[config.mk]
export PLATFORM = sky130hd
export DESIGN_NAME = irq_flag_enable_priority
export DESIGN_NICKNAME = d
export VERILOG_FILES = /design/src/rtl/irq_regs_pkg.sv /design/src/rtl/irq_flag_enable_priority.sv
export SDC_FILE = /design/constraint.sdc
export NUM_CORES = 1
export LEC_CHECK = 0
export ABC_AREA = 1
export ABC_CLOCK_PERIOD_IN_PS = 1400
export BUFFER_PORTS_ARGS = -buffer_cell sky130_fd_sc_hd__buf_2
export CAP_MARGIN = 20
export CELL_PAD_IN_SITES_DETAIL_PLACEMENT = 1
export CELL_PAD_IN_SITES_GLOBAL_PLACEMENT = 1
export CORE_ASPECT_RATIO = 1.4
export CORE_UTILIZATION = 35
export CTS_CLUSTER_SIZE = 40
export DETAILED_ROUTE_END_ITERATION = 8
export GPL_ROUTABILITY_DRIVEN = 0
export HOLD_SLACK_MARGIN = 0.15
export PLACE_DENSITY_LB_ADDON = 0.1
export REMOVE_ABC_BUFFERS = 1
export SLEW_MARGIN = 10
export SYNTH_ARGS = -nofsm -noshare
export SYNTH_HDL_FRONTEND = slang
export SYNTH_SLANG_ARGS = --single-unit
[constraint.sdc]
create_clock -name mclk -period 1.4 [get_ports mclk]
set_input_delay 0.14 -clock mclk [delete_from_list [all_inputs] [get_ports mclk]]
set_output_delay 0.14 -clock mclk [all_outputs]
set_load 0.01 [all_outputs]
[src/rtl/irq_regs_pkg.sv]
`default_nettype none
package irq_regs_pkg;
    // ---------------------------------------------------
    // Register byte addresses
    // ---------------------------------------------------
    localparam logic [11:0] flag_status_reg_one_addr      = 12'h000; // Flag register
    localparam logic [11:0] enable_control_reg_three_addr = 12'h004; // Enable register
    localparam logic [11:0] priority_control_reg_one_addr = 12'h008; // Priority, first group
    localparam logic [11:0] capture_priority_addr         = 12'h00c; // Priority, capture group
    localparam logic [11:0] irq_status_addr               = 12'h010; // Sticky event status
    localparam logic [11:0] irq_mask_addr                 = 12'h014; // Event mask
    localparam logic [11:0] pending_level_addr            = 12'h018; // Gated request view

    // ---------------------------------------------------
    // Implemented bit masks and reset values
    // ---------------------------------------------------
    localparam logic [15:0] flag_impl_mask  = 16'hfedf; // Bits 8 and 5 absent
    localparam logic [15:0] enable_impl_mask = 16'h4066; // Bits 14,6,5,2,1
    localparam logic [15:0] prio3_impl_mask = 16'h7770; // Three fields
    localparam logic [15:0] prio3_reset     = 16'h4440; // Each field 100
    localparam logic [15:0] zero_word       = 16'h0000; // Cleared word
    localparam logic [2:0]  prio_off        = 3'h0;     // Source disabled code
    localparam int          prio_lo_bit0    = 4;        // Field at 6-4
    localparam int          prio_lo_bit1    = 8;        // Field at 10-8
    localparam int          prio_lo_bit2    = 12;       // Field at 14-12

    // AHB transfer type
    localparam logic [1:0]  htrans_nonseq   = 2'h2;

    // Captured address phase
    typedef struct packed {
        logic        valid;
        logic        write;
        logic [11:0] addr;
    } ahb_phase_t;
endpackage : irq_regs_pkg
`default_nettype wire

[src/rtl/irq_flag_enable_priority.sv]
`timescale 1ns/1ps
`default_nettype none
module irq_flag_enable_priority
    import irq_regs_pkg::*;
(
    input  wire logic        mclk,        // 50 MHz system clock
    input  wire logic        reset,       // Synchronous, active high
    input  wire logic        hsel,        // AHB slave select
    input  wire logic [31:0] haddr,       // AHB address
    input  wire logic [1:0]  htrans,      // AHB transfer type
    input  wire logic        hwrite,      // AHB write
    input  wire logic [2:0]  hsize,       // AHB size
    input  wire logic [31:0] hwdata,      // AHB write data
    input  wire logic        hready,      // AHB bus ready
    output logic      [31:0] hrdata,      // AHB read data
    output logic             hreadyout,   // Always ready
    output logic             hresp,       // Always OKAY
    input  wire logic [15:0] src_req,     // Peripheral request pulses, flag bit order
    output logic      [15:0] core_req,    // Gated requests to CPU core
    output logic             irq          // Summary interrupt level
);
    // ---------------------------------------------------
    // State
    // ---------------------------------------------------
    logic [15:0] flag_r, flag_nxt;        // Request flags
    logic [15:0] en_r, en_nxt;            // Enable bits
    logic [15:0] pri1_r, pri1_nxt;        // Priority group one
    logic [15:0] pri2_r, pri2_nxt;        // Priority group two
    logic [15:0] sts_r, sts_nxt;          // Sticky event status
    logic [15:0] msk_r, msk_nxt;          // Event mask
    logic [15:0] creq_nxt;                // Next core request
    ahb_phase_t  ph_r, ph_nxt;            // Pending data phase
    logic [31:0] rd_nxt;                  // Next read data
    logic        irq_nxt;                 // Next interrupt level
    logic [15:0] wd;                      // Write data low half
    logic        wr_flag, wr_en, wr_p1, wr_p2, wr_sts, wr_msk;
    logic [15:0] req_ok;                  // Per-source priority nonzero

    assign wd = hwdata[15:0];

    // ---------------------------------------------------
    // Priority gating, one check per field position
    // ---------------------------------------------------
    // Source-to-priority map is fixed here: field k of group one gates
    // flag bit k, field k of group two gates flag bit k+3; others pass.
    genvar g;
    generate
        for (g = 0; g < 16; g++) begin : g_pri
            if (g < 3) begin : g_a
                assign req_ok[g] = pri1_r[4*g+6 -: 3] != prio_off;
            end else if (g < 6) begin : g_b
                assign req_ok[g] = pri2_r[4*(g-3)+6 -: 3] != prio_off;
            end else begin : g_c
                assign req_ok[g] = 1'b1;
            end
        end
    endgenerate

    // ---------------------------------------------------
    // Next-state logic
    // ---------------------------------------------------
    // Address phase capture, write decode, flag set-over-clear
    always_comb begin
        ph_nxt.valid = hsel && hready && htrans == htrans_nonseq;
        ph_nxt.write = hwrite;
        ph_nxt.addr  = haddr[11:0];
        wr_flag = ph_r.valid && ph_r.write && ph_r.addr == flag_status_reg_one_addr;
        wr_en   = ph_r.valid && ph_r.write && ph_r.addr == enable_control_reg_three_addr;
        wr_p1   = ph_r.valid && ph_r.write && ph_r.addr == priority_control_reg_one_addr;
        wr_p2   = ph_r.valid && ph_r.write && ph_r.addr == capture_priority_addr;
        wr_sts  = ph_r.valid && ph_r.write && ph_r.addr == irq_status_addr;
        wr_msk  = ph_r.valid && ph_r.write && ph_r.addr == irq_mask_addr;
        flag_nxt = flag_r;
        if (wr_flag) begin
            flag_nxt = wd & flag_impl_mask;
        end
        flag_nxt = flag_nxt | (src_req & flag_impl_mask);
        en_nxt   = wr_en ? (wd & enable_impl_mask) : en_r;
        pri1_nxt = wr_p1 ? (wd & prio3_impl_mask) : pri1_r;
        pri2_nxt = wr_p2 ? (wd & prio3_impl_mask) : pri2_r;
        sts_nxt  = (wr_sts ? (sts_r & ~wd) : sts_r) | (src_req & flag_impl_mask);
        msk_nxt  = wr_msk ? wd : msk_r;
        creq_nxt = flag_r & en_r & req_ok;
        irq_nxt  = |(sts_r & msk_r);
        rd_nxt   = 32'h0000_0000;
        if (ph_nxt.valid && !hwrite) begin
            case (haddr[11:0])
                flag_status_reg_one_addr:      rd_nxt[15:0] = flag_nxt;
                enable_control_reg_three_addr: rd_nxt[15:0] = en_nxt;
                priority_control_reg_one_addr: rd_nxt[15:0] = pri1_nxt;
                capture_priority_addr:         rd_nxt[15:0] = pri2_nxt;
                irq_status_addr:               rd_nxt[15:0] = sts_nxt;
                irq_mask_addr:                 rd_nxt[15:0] = msk_nxt;
                pending_level_addr:            rd_nxt[15:0] = creq_nxt;
                default:                       rd_nxt = 32'h0000_0000;
            endcase
        end
    end

    // ---------------------------------------------------
    // Registers
    // ---------------------------------------------------
    always_ff @(posedge mclk) begin
        if (reset) begin
            flag_r    <= zero_word;
            en_r      <= zero_word;
            pri1_r    <= prio3_reset;
            pri2_r    <= prio3_reset;
            sts_r     <= zero_word;
            msk_r     <= zero_word;
            ph_r      <= '0;
            hrdata    <= 32'h0000_0000;
            core_req  <= zero_word;
            irq       <= 1'b0;
            hreadyout <= 1'b1;
            hresp     <= 1'b0;
        end else begin
            flag_r    <= flag_nxt;
            en_r      <= en_nxt;
            pri1_r    <= pri1_nxt;
            pri2_r    <= pri2_nxt;
            sts_r     <= sts_nxt;
            msk_r     <= msk_nxt;
            ph_r      <= ph_nxt;
            hrdata    <= rd_nxt;
            core_req  <= creq_nxt;
            irq       <= irq_nxt;
            hreadyout <= 1'b1;
            hresp     <= 1'b0;
        end
    end
endmodule : irq_flag_enable_priority
`default_nettype wire

* Yosys cells after proc, flatten, opt, wreduce, memory -nomap -nowiden
Cells that the tools add are included.
Word-level totals: output and inout port bits 51, register bits after elaboration 159
Cells by class: bitwise logic cells 8, reduce and logical (&&, ||, !) cells 21, multiplexer cells 7, equal/unequal tests 12
Operator list (count):
- 16-bit case mux with 7 select lines | 1
- 16-bit two-way mux | 6
- 16-bit bitwise AND | 4
- 12-bit by 5-bit equality test with 1-bit output, second input constant | 5
- 12-bit by 4-bit equality test with 1-bit output, second input constant | 4
- 16-bit bitwise OR | 2
- 12-bit by 3-bit equality test with 1-bit output, second input constant | 2
- 12-bit logical NOT | 2
- 3-bit nonzero test | 6
- 16-bit NOT | 1
- 16-bit OR reduction | 1
- 1-bit logical AND | 10
- 2-bit equality test, second input constant | 1
- 2-bit OR reduction | 1
- 1-bit logical NOT | 1
- 1-bit NOT | 1

* Logic depth before layout (Yosys ltp)
Gate-level depths: netlist (run 1).
depth after elaboration 5, gate-level depth with buffers 13, gate-level depth less buffers 13

* Least setup slack after synthesis (run 1)
Ideal clock, no wire load.
kind flip-flop to flip-flop, from register ph_r[13] in the netlist's numbering, to register hrdata[7], data required time 1.283 ns, period minus slack after synthesis 1.453 ns, stages on the path, launching flop included 11, data arrival time 1.336 ns, setup slack -0.053 ns, path through dfxtp_1 nand2_2 nor2_1 nand2_1 nor2_4 nand2_2 buf_2 nand3_1 nand3_1 nor2_1 a21oi_2
Between the ends: longest elaborated chain between the ends 5, elaborated cells on any way between the ends 16
Ends and longest elaborated chain:
- from (decl) | RTL line irq_flag_enable_priority.sv:32 | ahb_phase_t ph_r, ph_nxt;
- from (signal assigned) | RTL line irq_flag_enable_priority.sv:124 | ph_r <= ph_nxt;
- 1-bit logical AND (*)
- 1-bit logical AND, on equally long branches | RTL line irq_flag_enable_priority.sv:71, irq_flag_enable_priority.sv:67
- 16-bit two-way mux, on equally long branches | RTL line irq_flag_enable_priority.sv:81, irq_flag_enable_priority.sv:74
- 16-bit bitwise OR, on equally long branches | RTL line irq_flag_enable_priority.sv:81, irq_flag_enable_priority.sv:77
- 16-bit case mux with 7 select lines (*) | RTL line irq_flag_enable_priority.sv:87 | case (haddr[11:0])
- to (signal assigned) | RTL line irq_flag_enable_priority.sv:125 | hrdata <= rd_nxt;
- to (decl) | RTL line irq_flag_enable_priority.sv:15 | output logic [31:0] hrdata,
Mark *: on every way between the ends. The rest lies on a longest branch, timed or not. A chain may end at the register's enable or synchronous reset.

* Worst setup path after layout (run 1)
from register ph_r[13] in the netlist's numbering, to register hrdata[5]
Same word-level chain as after synthesis.

==> results of run 1 <==
worst register-to-register path: cells and delay by family (launching register included):
kind                   cells  cell delay [ns]
DFF                        1             0.36
AOI/OAI and AO/OA          1             0.07
buffers and inverters      4             0.51
and+or+nand+nor            6             0.71
timing repair:
item	in CTS	in global routing
hold buffers	43	0
gates cloned	1	4
setup buffers	9	23
resized for setup	80	233
endpoints found under the hold margin	48	0
setup endpoints to repair	91	109
pin swaps	8	33
registers in the layout (all words and copies together) (netlist names):
signal,flops
core_req,16
en_r,16
pri1_r,16
ph_r,14
pri2_r,16
msk_r,16
sts_r,16
irq,1
flag_r,16
hrdata,16
per-layer routing:
metal	routed length, µm	vias up	track usage
met5	0	-	0
met4	1490	0	0.102
met3	990	93	0.0446
met2	15100	221	0.485
met1	11100	3658	0.299
li1	-	3522	-
kinds of logic after synthesis:
kind of cell,count (synthesis),synth area share
compound gates,53,0.0513
buf+inv,198,0.133
flops,143,0.424
other cells,2,0.00111
simple gates,587,0.390
layout make-up:
| type | instances | area share |
|---|---|---|
| clock buffer | 21 | 0.0441 |
| tap | 244 | 0.0286 |
| timing repair buffer | 268 | 0.232 |
| sequential | 143 | 0.270 |
| inverter | 142 | 0.0532 |
| clock inverter | 10 | 0.0106 |
| multi-input combinational | 658 | 0.362 |
placed cells by master, fill, tap and decap left out, types with 15 or more instances in the layout:
cell	count
a21oi_1	16
buf_12	22
buf_2	80
buf_4	72
buf_6	42
clkbuf_16	21
conb_1	18
dfxtp_1	134
dlygate4sd3_1	43
inv_1	128
nand2_1	193
nand2_2	51
nand2_4	30
nand3_1	84
nand3_2	31
nand3_4	15
nand4_1	17
nor2_1	103
nor2_2	28
where the power goes:
part	internal [mW]	switching (mW)
logic	0.363	0.499
clock network	2.75	1.85
registers	4.15	0.0757
through the flow:
step           std cells  power [mW]   util
2_1_floorplan        943        4.52      -
3_3_place_gp        1377        4.85  0.433
3_5_place_dp        1377        4.86  0.433
4_1_cts             1461        9.54  0.508
5_1_grt             1486        9.98  0.569
6_report            1486        9.69  0.569
worst max path at each step:
stage	from	to	depth (start not counted)
2_1_floorplan	ph_r[11]	hrdata[8]	10
3_3_place_gp	ph_r[9]	hrdata[5]	10
3_5_place_dp	ph_r[9]	hrdata[5]	10
4_1_cts	ph_r[11]	hrdata[2]	11
5_1_grt	ph_r[13]	hrdata[2]	12
6_report	ph_r[13]	hrdata[5]	11
==> metrics.csv, run 1 <==
metric,value,unit
status,finished with violations,
failing checks,negative setup slack,
R2R setup slack,-0.38,ns
Clock Pin Slew Worst Setup and Hold Paths,0.06,ns
clk_lat worst skew,0.43,ns
Worst path top cell family by delay,simple AND/OR/NAND/NOR gates,
reg2reg path depth,11,
Area contributors post-synth,"dfxtp_1 42%, nand2_1 15%, nand3_1 9.3%",
root buf cell,clkbuf_16,
number of global-route vias before repair,7312,
DR vias/cell,5.04,
Worst Hold End,sts_r[8],
DR pass1 iterations,5,
hold_ws,0.188,ns
WL/cell,19.3,µm
Yosys reg bits,143,
core area,18800,µm²
cells along the critical path,"nand2_4, buf_12, nor2_8, buf_4, buf_4, buf_4, nand4_1, nand3_2, nand2_1, nor2_2, a21oi_2",
final hold violations,0,
Pwr per Cell Area,909,nW/µm²
Synth Cell Area,6750,µm²
Max Clock Freq,562,MHz
fin crit share,1.27,
Max clock buf depth,2,
chip height,166,µm
leading area contributor after synthesis,dfxtp_1,
"Distinct cells, synth",35,
asr flop ratio synth,0,
max-cap violations,0,
most frequent cells after synthesis,"264 x nand2_1, 143 x dfxtp_1, 139 x inv_1",
Worst Tran Pin Value,0.518,ns
initial antenna violation count,0,
CP max FO,6,
max incr delay on CP,0.36,ns
crit path max-delay cell type,dfxtp_2,
final setup vio count,96,
Layout area overhead,57.9,%
most numerous cell in the Yosys netlist,nand2_1,
largest net degree at the start of global routing,39,
fin crit period,1.78,ns
placed standard-cell area,8130,µm²
Crit Path Class,flop to flop,
Detail Placement HPWL,17.2,mm
first-pass GRT wire length,39.2,mm
"Top FF cell, synth",dfxtp_1,
Initial Util,0.360,
H-tree Lvls,4,
share of cells above drive strength 1,0.382,
unrepaired setup endpoints after global routing,yes,
Fin Setup TNS,-13.49,ns
# fillers,2283,
R2R Path Start,ph_r[13],
CTS tree,done,
Post-synth EDFFs,0,
CP Data Required Time,1.70,ns
Layout Skew,0.00876,ns
Hold Startpoint,hwdata[8],
Setup crit start kind,flop,
Slew Limit Fails,0,
reg-to-reg endpoint,hrdata[5],
CP endpoint kind,flop,
worst rel slew slack,0.654,
TritonCTS Buffers,17,
die width,119,µm
Routed WL,28.7,mm
P_leak,5.07,nW
num rows,59,
final setup margin,-0.378,ns
Antenna Nets Post-Route,0,
CP arrival,2.08,ns
sum of buffers and inverters on the critical path,4,
Finished Cell Area,10700,µm²
port bufs,81,
Sequential cell area,2870,µm²
n_diodes,0,
mean post-synth cell area,6.87,µm²
All-Layer GR Usage,0.264,
total gr overflow,0,
Residual DRC,0,
io pins,141,
Cells after Synth,983,
area of the multi-input gates,3860,µm²
Hold Path Cell Cnt,4,
CP dominant cell by count,buf_4,
Yosys Warn Count,0,
Iter 0 DRT Violations,267,
Yosys top cell area share,0.424,
CTS Sinks,143,
# nets final,1320,
die area,19900,µm²
pre-CTS setup slack,-0.384,ns
"Seq/Total Area, Yosys",0.424,
Worst Hold Class,primary input to flop,
VDD IR max,0.000913,V
vias,7494,
Power figures use the tool's default switching activity.
==> run 2, diff against run 1 <==
--- a/config.mk
+++ b/config.mk
@@ -12,12 +12,13 @@
 export CELL_PAD_IN_SITES_DETAIL_PLACEMENT = 1
 export CELL_PAD_IN_SITES_GLOBAL_PLACEMENT = 1
 export CORE_ASPECT_RATIO = 1.4
+export CORE_MARGIN = 4
 export CORE_UTILIZATION = 35
 export CTS_CLUSTER_SIZE = 40
 export DETAILED_ROUTE_END_ITERATION = 8
 export GPL_ROUTABILITY_DRIVEN = 0
 export HOLD_SLACK_MARGIN = 0.15
-export PLACE_DENSITY_LB_ADDON = 0.1
+export PLACE_DENSITY = 0.77
 export REMOVE_ABC_BUFFERS = 1
 export SLEW_MARGIN = 10
 export SYNTH_ARGS = -nofsm -noshare
==> run 2 against run 1 <==
The run still ends with negative setup slack left; clock-buffer cell count increased by 1; clock skew increased by 0.0052 ns; clock power increased by 18%; worst hold slack got worse by 0.026 ns; die area increased by 8.8%; setup slack got worse by 0.12 ns; non-clock buffer count decreased by 8; critical endpoint is now hrdata[4]; via count increased by 10%; global-route usage decreased by 0.87 points; flip-flop and latch count unchanged; total power increased by 9.4%; wire length increased by 29%.
==> metrics.csv, run 2 (synthesis results as in run 1) <==
metric,value,unit
failing checks,negative setup slack,
worst rel slew slack,0.611,
io pins,141,
CP Data Required Time,1.70,ns
Clock Pin Slew Worst Setup and Hold Paths,0.06,ns
Layout Skew,0.0140,ns
# nets final,1312,
Layout area overhead,61.0,%
unrepaired setup endpoints after global routing,yes,
VDD IR max,0.000958,V
n_diodes,0,
clk_lat worst skew,0.44,ns
Finished Cell Area,10900,µm²
CP arrival,2.20,ns
Max clock buf depth,2,
final hold violations,0,
Detail Placement HPWL,16.8,mm
PnR Total Power,10.6,mW
Crit Path Class,flop to flop,
root buf cell,clkbuf_16,
initial antenna violation count,0,
Hold Path Cell Cnt,5,
reg2reg path depth,12,
most frequent cells in the layout,"169 x nand2_1, 133 x dfxtp_1, 127 x inv_1",
"commonest non-fill, non-tap cell in the layout",nand2_1,
cells along the critical path,"nor2_4, nand2_4, nor2_8, nand3_4, buf_12, buf_6, nand2_4, nand3_4, nand2_2, nand2_1, inv_1, a21oi_1",
die area,21600,µm²
Slew Limit Fails,0,
Pwr per Cell Area,974,nW/µm²
fin cells,1479,
R2R Path Start,ph_r[8],
first-pass GRT wire length,42.9,mm
CTS tree,done,
CTS Sinks,143,
Worst Hold Class,primary input to flop,
Worst Hold End,sts_r[1],
Cells after DPL,1365,
status,finished with violations,
Residual DRC,0,
port bufs,81,
vias,8262,
R2R setup slack,-0.50,ns
CP max FO,8,
fin crit period,1.90,ns
WL/cell,25.0,µm
Hold Startpoint,hwdata[1],
core area,18800,µm²
chip height,172,µm
DR vias/cell,5.59,
number of global-route vias before repair,8123,
DR pass1 iterations,5,
num rows,59,
Worst path top cell family by delay,simple AND/OR/NAND/NOR gates,
All-Layer GR Usage,0.255,
Initial Util,0.360,
Fin Setup TNS,-25.14,ns
final setup vio count,110,
max-cap violations,0,
H-tree Lvls,4,
largest net degree at the start of global routing,106,
Worst Tran Pin Value,0.583,ns
placed standard-cell area,7950,µm²
Max Clock Freq,526,MHz
Iter 0 DRT Violations,629,
fin crit share,1.36,
sum of buffers and inverters on the critical path,3,
Routed WL,36.9,mm
total gr overflow,0,
Antenna Nets Post-Route,0,
TritonCTS Buffers,17,
Setup crit start kind,flop,
P_leak,4.99,nW
max incr delay on CP,0.32,ns
share of cells above drive strength 1,0.410,
reg-to-reg endpoint,hrdata[4],
final setup margin,-0.503,ns
die width,125,µm
# fillers,2234,
crit path max-delay cell type,dfxtp_2,
CP endpoint kind,flop,
## run 2: changes by cell type in the layout (fill, tap and decap cells not counted), sizes merged
cell         previous run  this run
dlygate4sd3            43        41
buf                   221       215
inv                   139       140
bufinv                  2         6
clkinv                  8         3
clkbuf                 25        26
## run 2: routing by layer
metal / up-vias / GRT usage / wire length (µm)
met5: - / 0 / 0
met4: 0 / 0.154 / 3540
met3: 248 / 0.0420 / 2350
met2: 505 / 0.488 / 17800
met1: 3996 / 0.258 / 13200
li1: 3513 / - / -
## run 2: report_power, final
part / switching, mW / internal [mW]
Sequential: 0.0862 / 4.15
Combinational: 0.565 / 0.356
Clock: 1.91 / 3.53
Total: 2.56 / 8.03
## run 2: worst max-delay path by stage
stage                     depth (start not counted)    endpoint     start  slack (ns)
after global placement                           11  hrdata[13]   ph_r[1]       -0.30
after CTS                                        11   hrdata[9]  ph_r[11]       -0.29
after global routing                             12   hrdata[3]   ph_r[8]       -0.57
after detailed placement                          9   hrdata[8]   ph_r[1]       -0.38
final                                            12   hrdata[4]   ph_r[8]       -0.50
after floorplan                                  10   hrdata[8]  ph_r[11]       -0.41
## run 2: worst min-delay path, delay by kind of cell
family	cells	cell delay (ns)
buffers and inverters	2	0.21
and+or+nand+nor	2	0.16
AOI/OAI and AO/OA	1	0.03
## run 2: what timing repair did
action,in CTS,in global routing
resized for setup,84,299
buffers inserted,17,23
hold buffers,41,0
gates cloned,2,4
endpoints found under the hold margin,42,0
endpoints found under the setup margin,88,108
pin swaps,3,41
## run 2: cell type report
type,count,area (µm²),share of cell area
Clock buffer,22,484,0.0445
Clock inverter,10,205,0.0189
Inverter,142,552,0.0507
Multi-Input combinational cell,658,4090,0.376
Sequential cell,143,2880,0.265
Tap cell,244,305,0.0281
Timing Repair Buffer,260,2360,0.217
## run 2: through the flow
stage                     setup WS [ns]   util  hold slack, ns
after global placement           -0.296  0.424           0.330
after CTS                        -0.289  0.506           0.152
after detailed placement         -0.380  0.424           0.332
after global routing             -0.568  0.580           0.168
after floorplan                  -0.405      -           0.209
final                            -0.503  0.580           0.161
